`config.mk`:
```
export PLATFORM = sky130hd
export DESIGN_NAME = lcc_regs
export DESIGN_NICKNAME = d
export VERILOG_FILES = /design/src/logic/lcc_pkg.sv /design/src/logic/lcc_lane_if.sv /design/src/logic/lcc_regs.sv /design/src/logic/lcc_lane_mix.sv
export SDC_FILE = /design/constraint.sdc
export NUM_CORES = 1
export LEC_CHECK = 0
export ABC_AREA = 1
export BUFFER_PORTS_ARGS = -buffer_cell sky130_fd_sc_hd__buf_4
export CORE_MARGIN = 3
export CORE_UTILIZATION = 45
export DETAILED_ROUTE_END_ITERATION = 16
export GPL_ROUTABILITY_DRIVEN = 0
export HOLD_SLACK_MARGIN = 0.12
export PLACE_DENSITY = 0.83
export SYNTH_ARGS = -nofsm -noshare
export SYNTH_HDL_FRONTEND = slang
export SYNTH_HIERARCHICAL = 1
export SYNTH_SLANG_ARGS = --single-unit
export TNS_END_PERCENT = 1
```
`constraint.sdc`:
```
create_clock -name clk_sys -period 1.7 [get_ports clk_sys]
set_input_delay 0.425 -clock clk_sys [delete_from_list [all_inputs] [get_ports clk_sys]]
set_output_delay 0.425 -clock clk_sys [all_outputs]
set_load 0.01 [all_outputs]
```
`src/logic/lcc_pkg.sv`:
```
// Purpose: Shared constants of the lane channel configuration register bank.
// Assumes: Registers are reached over APB with 32-bit data and word addresses.
// Notes: Bit positions of the effective controls match the register fields.
`default_nettype none

package lcc_pkg;

  // Register indices; the byte address is four times the index.
  localparam logic [9:0] IDX_CHAN_A = 10'h011;
  localparam logic [9:0] IDX_CHAN_B = 10'h012;
  localparam logic [11:0] ADDR_CHAN_A = 12'h044;
  localparam logic [11:0] ADDR_CHAN_B = 12'h048;

  // Field positions inside a channel register.
  localparam int B_PDOWN = 0;
  localparam int B_COMMA = 1;
  localparam int B_PRBS = 2;
  localparam int B_LOOP = 3;
  localparam int B_EMPH_LO = 4;
  localparam int B_EMPH_HI = 5;
  localparam int B_SETUP_LO = 6;
  localparam int B_SETUP_HI = 7;
  localparam int B_LOS = 8;
  localparam int B_MF_LO = 9;
  localparam int B_MF_HI = 10;
  localparam int B_CTC = 11;

  // Value after reset: signal-missing detect and comma detect enabled.
  localparam logic [15:0] CHAN_RESET = 16'h0102;
  // Bits that software may write at all; 15:12 are reserved.
  localparam logic [15:0] WRITE_MASK = 16'h0fff;
  // Fields that a global configuration write copies into each channel.
  localparam logic [15:0] GLOBAL_COPY_MASK = 16'h0ff6;
  // Fields combined with the global register by a plain OR.
  localparam logic [11:0] OR_GLOBAL_MASK = 12'hef4;

  // Multifunction pin selector codes.
  localparam logic [1:0] MF_IO_STD = 2'h0;
  localparam logic [1:0] MF_COMMA = 2'h1;
  localparam logic [1:0] MF_MISSING = 2'h2;
  localparam logic [1:0] MF_PATTERN = 2'h3;

  // Status register 22 bit of channel A; channel B follows at plus one.
  localparam int ST_MISSING_BASE = 0;
  localparam int ST_PATTERN_BASE = 4;

  // Positions of the pins inside the synchroniser vectors.
  localparam int SYN_LOOP_A = 0;
  localparam int SYN_PATTERN = 1;
  localparam int SYN_COMMA = 2;
  localparam int SYN_SETUP_LO = 3;
  localparam int SYN_SETUP_HI = 4;
  localparam int SYN_IO_STD = 5;
  localparam int SYN_WIDTH = 6;

endpackage

`default_nettype wire

```
`src/logic/lcc_lane_if.sv`:
```
// Purpose: Carries one channel's raw fields and effective controls.
// Assumes: Driven by the register bank and the combining module.
// Notes: All signals are levels on the system clock.
`timescale 1ns/1ps
`default_nettype none

interface lcc_lane_if;
  // Raw channel register fields 11:0.
  logic [11:0] raw;
  // Global configuration register contents.
  logic [15:0] glob;
  // Synchronised comma align pin level.
  logic comma_pin;
  // Control register 0 loopback bit.
  logic ctrl_loop;
  // Control register 0 power-down bit.
  logic ctrl_pdown;
  // Effective controls, same bit positions as the register.
  logic [11:0] eff;

  // Combining side.
  modport mix (input raw, input glob, input comma_pin, input ctrl_loop, input ctrl_pdown, output eff);
  // Register bank side.
  modport regs (output raw, output glob, output comma_pin, output ctrl_loop, output ctrl_pdown, input eff);
endinterface

`default_nettype wire

```
`src/logic/lcc_regs.sv`:
```
// Purpose: APB register bank for the channel A and B configuration registers.
// Assumes: Global, control and status registers live elsewhere on clk_sys.
// Notes: Effective controls and the multifunction pins are registered.
//
// Our own choice: the APB interface to the registers.
`timescale 1ns/1ps
`default_nettype none

// Function
// RULE_01: Bits 15:12 read zero, writes dropped.
// RULE_02: Clock compensation ORed with global bit 11.
// RULE_03: Bits 10:9 pick multifunction pin source.
// RULE_04: Channel A uses status bits 0, 4.
// RULE_05: Channel B uses status bits 1, 5.
// RULE_06: Pin selector ORed with global bits 10:9.
// RULE_07: Signal-missing detect ANDed with global bit 8.
// RULE_08: Bit 7 ORed global; locked while pin high.
// RULE_09: Bit 6 ORed global; locked while pin high.
// RULE_10: Emphasis bits 5:4 ORed with global.
// RULE_11: Loopback ORed with control bit 14.
// RULE_12: Channel A loopback locked while pin high.
// RULE_13: Pattern test ORed global; locked by pin.
// RULE_14: Comma detect ANDed with pin and global.
// RULE_15: Power-down ORed with control bit 11.
// RULE_16: Channel B register independent, same layout.
// RULE_17: Global write overwrites channel settings.
// RULE_18: Effective values drive controls and pins.
module lcc_regs
  import lcc_pkg::*;
(
  // Clock and reset.
  input wire logic clk_sys,
  input wire logic resetn,
  // APB slave.
  input wire logic psel,
  input wire logic penable,
  input wire logic pwrite,
  input wire logic [11:0] paddr,
  input wire logic [31:0] pwdata,
  output logic [31:0] prdata,
  output logic pready,
  output logic pslverr,
  // Global configuration register and its write strobe.
  input wire logic [15:0] global_cfg,
  input wire logic global_write,
  // Control register 0 loopback and power-down bits.
  input wire logic ctrl_loopback,
  input wire logic ctrl_power_down,
  // Status register 22 and per-channel comma detect flags.
  input wire logic [7:0] status_22,
  input wire logic [1:0] comma_detected,
  // External pins.
  input wire logic lane_a_loopback_pin,
  input wire logic pattern_test_pin,
  input wire logic comma_align_pin,
  input wire logic setup_select_low_pin,
  input wire logic setup_select_high_pin,
  input wire logic io_standard_pin,
  // Multifunction output pins.
  output logic lane_a_multi_out_pin,
  output logic lane_b_multi_out_pin,
  // Effective channel controls, register bit positions.
  output logic [11:0] lane_a_controls,
  output logic [11:0] lane_b_controls
);

  // Whole state of the bank in one record.
  typedef struct packed {
    logic [SYN_WIDTH-1:0] sync1;
    logic [SYN_WIDTH-1:0] sync2;
    logic [1:0][15:0] chan;
    logic [15:0] rdata;
    logic [1:0] mf;
    logic [1:0][11:0] eff;
  } lcc_state_type;

  // Registered state.
  lcc_state_type s;
  // Next state built by the combinational process.
  lcc_state_type next_s;
  // Raw pin levels gathered into the synchroniser order.
  logic [SYN_WIDTH-1:0] pin_raw;
  // Address hit per channel register.
  logic [1:0] hit;
  // Bits a write may change in each channel this cycle.
  logic [1:0][15:0] wmask;
  // Effective controls from the combining modules.
  logic [1:0][11:0] mix_eff;
  // Transfer phases.
  logic setup_phase;
  logic access_write;

  // Pin order matches the synchroniser positions.
  assign pin_raw = {io_standard_pin, setup_select_high_pin, setup_select_low_pin,
                    comma_align_pin, pattern_test_pin, lane_a_loopback_pin};

  // Word-aligned address decode.
  assign hit[0] = (paddr == ADDR_CHAN_A);
  assign hit[1] = (paddr == ADDR_CHAN_B);

  // Setup cycle latches read data; access cycle commits writes.
  assign setup_phase = psel & ~penable;
  assign access_write = psel & penable & pwrite;

  // The bank never stretches a transfer.
  assign pready = 1'b1;

  // Unmapped addresses answer with an error in the access cycle.
  assign pslverr = psel & penable & ~(|hit);

  // Read data comes from the latched word; upper half reads zero.
  assign prdata = {16'h0000, s.rdata};

  // Controls and pins come straight from flip-flops.
  assign lane_a_controls = s.eff[0]; // RULE_18
  assign lane_b_controls = s.eff[1]; // RULE_18
  assign lane_a_multi_out_pin = s.mf[0];
  assign lane_b_multi_out_pin = s.mf[1];

  // One interface and combining module per channel.
  lcc_lane_if lane [0:1] ();

  // Each channel is combined alone from its own register.
  for (genvar g = 0; g < 2; g++) begin : g_lane
    // Feed raw fields and shared terms.
    assign lane[g].raw = s.chan[g][11:0]; // RULE_16
    assign lane[g].glob = global_cfg;
    // Only the second synchroniser stage is read.
    assign lane[g].comma_pin = s.sync2[SYN_COMMA];
    assign lane[g].ctrl_loop = ctrl_loopback;
    assign lane[g].ctrl_pdown = ctrl_power_down;
    // Combining logic.
    lcc_lane_mix u_mix (
      .bus(lane[g])
    );
    // Collect the result.
    assign mix_eff[g] = lane[g].eff;
  end

  // Next-state logic for synchronisers, registers, reads and pins.
  always_comb begin
    next_s = s;
    // Two-stage synchroniser; stage one feeds only stage two.
    next_s.sync1 = pin_raw;
    next_s.sync2 = s.sync1;
    // Effective controls are registered one cycle after their inputs.
    next_s.eff = mix_eff; // RULE_18
    for (int g = 0; g < 2; g++) begin
      // Start from all software bits, reserved bits never change.
      wmask[g] = WRITE_MASK; // RULE_01
      // Setup bits freeze while their pins are high.
      wmask[g][B_SETUP_HI] = ~s.sync2[SYN_SETUP_HI]; // RULE_08
      wmask[g][B_SETUP_LO] = ~s.sync2[SYN_SETUP_LO]; // RULE_09
      // Pattern test bit freezes while its pin is high.
      wmask[g][B_PRBS] = ~s.sync2[SYN_PATTERN]; // RULE_13
      // Only channel A loopback has a locking pin.
      if (g == 0) begin
        wmask[g][B_LOOP] = ~s.sync2[SYN_LOOP_A]; // RULE_12
      end
      // Commit a write to the addressed channel only.
      if (access_write && hit[g]) begin
        next_s.chan[g] = (s.chan[g] & ~wmask[g]) | (pwdata[15:0] & wmask[g]); // RULE_16
      end
      // A global write lands last and overrides the copied fields.
      if (global_write) begin
        next_s.chan[g] = (next_s.chan[g] & ~GLOBAL_COPY_MASK) | (global_cfg & GLOBAL_COPY_MASK); // RULE_17
      end
      // Pin source follows the effective selector.
      case (s.eff[g][B_MF_HI:B_MF_LO]) // RULE_03 RULE_18
        MF_IO_STD: begin
          // High means HSTL, low means SSTL.
          next_s.mf[g] = s.sync2[SYN_IO_STD];
        end
        MF_COMMA: begin
          // High means comma seen, low means data.
          next_s.mf[g] = comma_detected[g];
        end
        MF_MISSING: begin
          // Signal-missing status of this channel.
          next_s.mf[g] = status_22[ST_MISSING_BASE + g]; // RULE_04 RULE_05
        end
        MF_PATTERN: begin
          // Pattern pass status of this channel.
          next_s.mf[g] = status_22[ST_PATTERN_BASE + g]; // RULE_04 RULE_05
        end
        default: begin
          // Not reachable with two bits; keeps the pin defined.
          next_s.mf[g] = 1'b0;
        end
      endcase
    end
    // Read data is captured in the setup cycle.
    if (setup_phase) begin
      if (hit[0]) begin
        next_s.rdata = s.chan[0] & WRITE_MASK; // RULE_01
      end else if (hit[1]) begin
        next_s.rdata = s.chan[1] & WRITE_MASK; // RULE_01
      end else begin
        // Unmapped reads return zero.
        next_s.rdata = 16'h0000;
      end
    end
  end

  // State register with synchronous active-low reset.
  always_ff @(posedge clk_sys) begin
    if (!resetn) begin
      s <= '0;
      s.chan[0] <= CHAN_RESET;
      s.chan[1] <= CHAN_RESET;
    end else begin
      s <= next_s;
    end
  end
endmodule

`default_nettype wire

```
`src/logic/lcc_lane_mix.sv`:
```
// Purpose: Forms one channel's effective controls from its raw fields.
// Assumes: Inputs are stable levels on the system clock.
// Notes: Purely combinational; the register bank registers the result.
`timescale 1ns/1ps
`default_nettype none

module lcc_lane_mix
  import lcc_pkg::*;
(
  // Channel connection.
  lcc_lane_if.mix bus
);

  // OR-combined fields first, then the fields with their own terms.
  always_comb begin
    bus.eff = (bus.raw | bus.glob[11:0]) & OR_GLOBAL_MASK; // RULE_02 RULE_06 RULE_08 RULE_09 RULE_10 RULE_13
    // Signal-missing detect runs only when both enables agree.
    bus.eff[B_LOS] = bus.raw[B_LOS] & bus.glob[B_LOS]; // RULE_07
    // Comma detect also needs the align pin.
    bus.eff[B_COMMA] = bus.raw[B_COMMA] & bus.glob[B_COMMA] & bus.comma_pin; // RULE_14
    // Loopback joins the control register bit.
    bus.eff[B_LOOP] = bus.raw[B_LOOP] | bus.ctrl_loop; // RULE_11
    // Power-down joins the control register bit.
    bus.eff[B_PDOWN] = bus.raw[B_PDOWN] | bus.ctrl_pdown; // RULE_15
  end

endmodule

`default_nettype wire

```
==> results.ini <==
[final_layout]
ff_latch_area_sq_mm = 0.001481
area_growth_pct = 17.07
mostFrequentLayoutCells = nand2_1 (131), buf_4 (99), inv_1 (85), dfxtp_1 (74), nand3_1 (61)
multiInputGateArea_sq_mm = 0.001429
final_nets = 682
fillCellCount = 760
n_antenna_cell = 0
fin_util_pct = 55.27
layout_commonest_cell = nand2_1
drive_above_1_share_pct = 20.56

[worst_setup_path]
crit_type = input pin to output pin
worst-path-max-fanout = 4
max_stage_delay_ns = 0.15
timing.critical_path.from = paddr[5]
r2r-start = lane[0].raw[2]$_SDFFE_PN0P_
critical-path-slowest-cell = nor2_4
crit_arrival_ns = 1.22
startpoint_type = input pin
r2r_end = lane[0].raw[2]$_SDFFE_PN0P_
path_cells = buf_4 -> nor2_1 -> nand2_1 -> nor2_4 -> a21oi_1 -> a21boi_1 -> buf_4
timing.critical_path.mode_cell = buf_4
ff2ff_setup_slack_ns = 0.72
endpoint = pslverr
cp-end-kind = output pin
reg2reg_depth = 6
cp.required_ns = 1.27

[logic_synthesis]
postSynthAreaPerCell_sq_um = 6.795
yosysWarnings = 6
netlist_area_sq_mm = 0.003724
syn_inst = 548
ys_ff_latch = 74
synth_cell_types = 22
ys_seq_area_share_pct = 39.78

[routing]
drt-pass1-iter-count = 4
avgViaCountPerCell = 4.611
ant_nets = 0
drt_iter0_drc = 190
drt-total-wl_microns = 8436
drcViolationCount = 0
wl_per_cell_microns = 11.97
vias = 3251

[sta]
setup_ws_ns = 0.05365
rsz0062_at_grt = false
final_hold_viol_count = 0
tightestPinTransition_ns = 0.5046
slew_headroom_pct = 66.32
fin_setup_tns_ns = 0
min_period_ns = 1.646
drv_slew = 0
fin_crit_sh_pct = 96.84
fmax_mhz = 607.4
holdWs_ns = 0.2583
clock-skew-final_ns = 0.003872
setup_viol = 0

[clock_network]
cts_buffer_depth = 2
clkTransAtPathRegs_ns = 0.08
insertion_delay_ns = 0.34
htreeDepth = 3
tritoncts = done
numCtsBuffers = 9
cts_sinks = 74
cts_root_buf = clkbuf_8

[placed_design]
dpl.hpwl_microns = 5899
portBuffers = 92
place_worst_setup_slack_ns = -0.004940

[global_route]
grt_start_max_net_pins = 52
grt_usage_pct = 17.91
grt_first_pass_wirelength_microns = 13890
grt_pass1_vias = 3108
overflow = 0
antenna_found_initial = 0

[min_path]
hold_path_class = input pin to flop

[die]
rows = 32
die_x_microns = 96.97
fp.dieH_microns = 96.97
start_util_pct = 47.21
coreArea_sq_mm = 0.007888
ioPinCount = 144
die-area_sq_mm = 0.009402

[power_and_ir_drop]
p_clk_share_pct = 35.2
comb_power_share_pct = 15.2
leakagePower_uw = 0.002447
p_int_uw = 2824
p_switching_uw = 988.9
switching_share_pct = 25.94
seqPwrFrac_pct = 49.6
peakVddDrop_uv = 396.5
power_density_mw_per_mm2 = 874.6

[status]
status = completed

[run]
max_cap_viol_count = 0

registers in the layout (all words and copies together) (netlist names), named ones only:
name	count
lane.comma_pin	1
lane_a_multi_out_pin	1
lane_a_controls	12
prdata	12
next_s	6
s	5
lane_b_controls	12
lane_b_multi_out_pin	1
lane.raw	23
timing repair:
| item | 4_1_cts | 5_1_grt |
|---|---|---|
| setup endpoints to repair | 1 | 1 |
| gates resized for setup | 1 | 0 |
| pin swaps | 0 | 1 |
| setup buffers | 0 | 0 |
| hold buffers | 0 | 0 |
metrics by stage:
| stage | cell area (sq um) | cells | total power, uW |
|---|---|---|---|
| 5_1_grt | 4359 | 705 | 4035 |
| 6_report | 4359 | 705 | 3813 |
| 4_1_cts | 4359 | 705 | 3845 |
| 2_1_floorplan | 3795 | 567 | 2344 |
| 3_5_place_dp | 4164 | 689 | 2507 |
| 3_3_place_gp | 4164 | 689 | 2481 |
power by group through the flow:
| stage | Sequential (uW) | Clock [uW] | Combinational (uW) |
|---|---|---|---|
| after floorplan | 1920 | 0 | 426 |
| after global placement | 1930 | 0 | 555 |
| after detailed placement | 1930 | 0 | 578 |
| after CTS | 1890 | 1370 | 582 |
| after global routing | 1900 | 1480 | 650 |
| final | 1890 | 1340 | 579 |
how the worst min path moves through the flow:
| stage | start | endpoint | slack, ns | depth (start not counted) |
|---|---|---|---|---|
| floorplan | next_s[76]$_SDFF_PN0_ | lane[0].comma_pin$_SDFF_PN0_ | 0.39 | 2 |
| CTS | pattern_test_pin | next_s[75]$_SDFF_PN0_ | 0.25 | 3 |
| finish | pattern_test_pin | next_s[75]$_SDFF_PN0_ | 0.26 | 3 |
| global placement | next_s[76]$_SDFF_PN0_ | lane[0].comma_pin$_SDFF_PN0_ | 0.39 | 2 |
| global route | pattern_test_pin | next_s[75]$_SDFF_PN0_ | 0.25 | 3 |
| detailed placement | next_s[76]$_SDFF_PN0_ | lane[0].comma_pin$_SDFF_PN0_ | 0.40 | 2 |
logic make-up after synthesis:
kind of cell / synth area share, %
simple gates: 31.82
other cells: 0.2017
compound gates: 4.368
flops: 39.78
buf+inv: 23.82
synthesized netlist by cell type:
master,n,area (sq um)
a211oi_1,2,15.01
a21boi_0,1,7.510
a21oi_1,22,110.1
buf_1,1,3.750
buf_2,10,50.05
buf_4,57,427.9
buf_6,4,45.04
clkbuf_1,10,37.54
clkinv_1,1,3.750
conb_1,2,7.510
dfxtp_1,74,1481
inv_1,85,319.1
nand2_1,131,491.7
nand2_2,1,6.260
nand3_1,61,305.3
nand3_2,1,10.01
nand4_1,2,12.51
nor2_1,53,198.9
nor2_2,2,12.51
nor2_4,2,22.52
o21ai_0,6,30.03
or2_1,20,125.1
layer usage:
layer  up-vias  GRT usage [%]  routed length [microns]
li1       1665              -                        -
met1      1422          20.52                     3345
met2       144          32.06                     4252
met3        20          4.110                      677
met4         0          7.019                      160
met5         -              0                        0
worst max-delay path: cells and delay by family:
family | cells | cell delay [ns]
buffers and inverters | 2 | 0.26
AO/OA/AOI/OAI | 2 | 0.22
AND/OR/NAND/NOR | 3 | 0.33
final cells by class:
cell class | instances | area share [%]
tap | 102 | 2.928
inverter | 86 | 7.405
sequential | 74 | 33.98
clock inverter | 5 | 1.234
multi-input combinational | 325 | 32.78
clock buffer | 11 | 3.243
timing repair buffer | 102 | 18.43
Note: power is estimated with default switching activity, not from simulation.
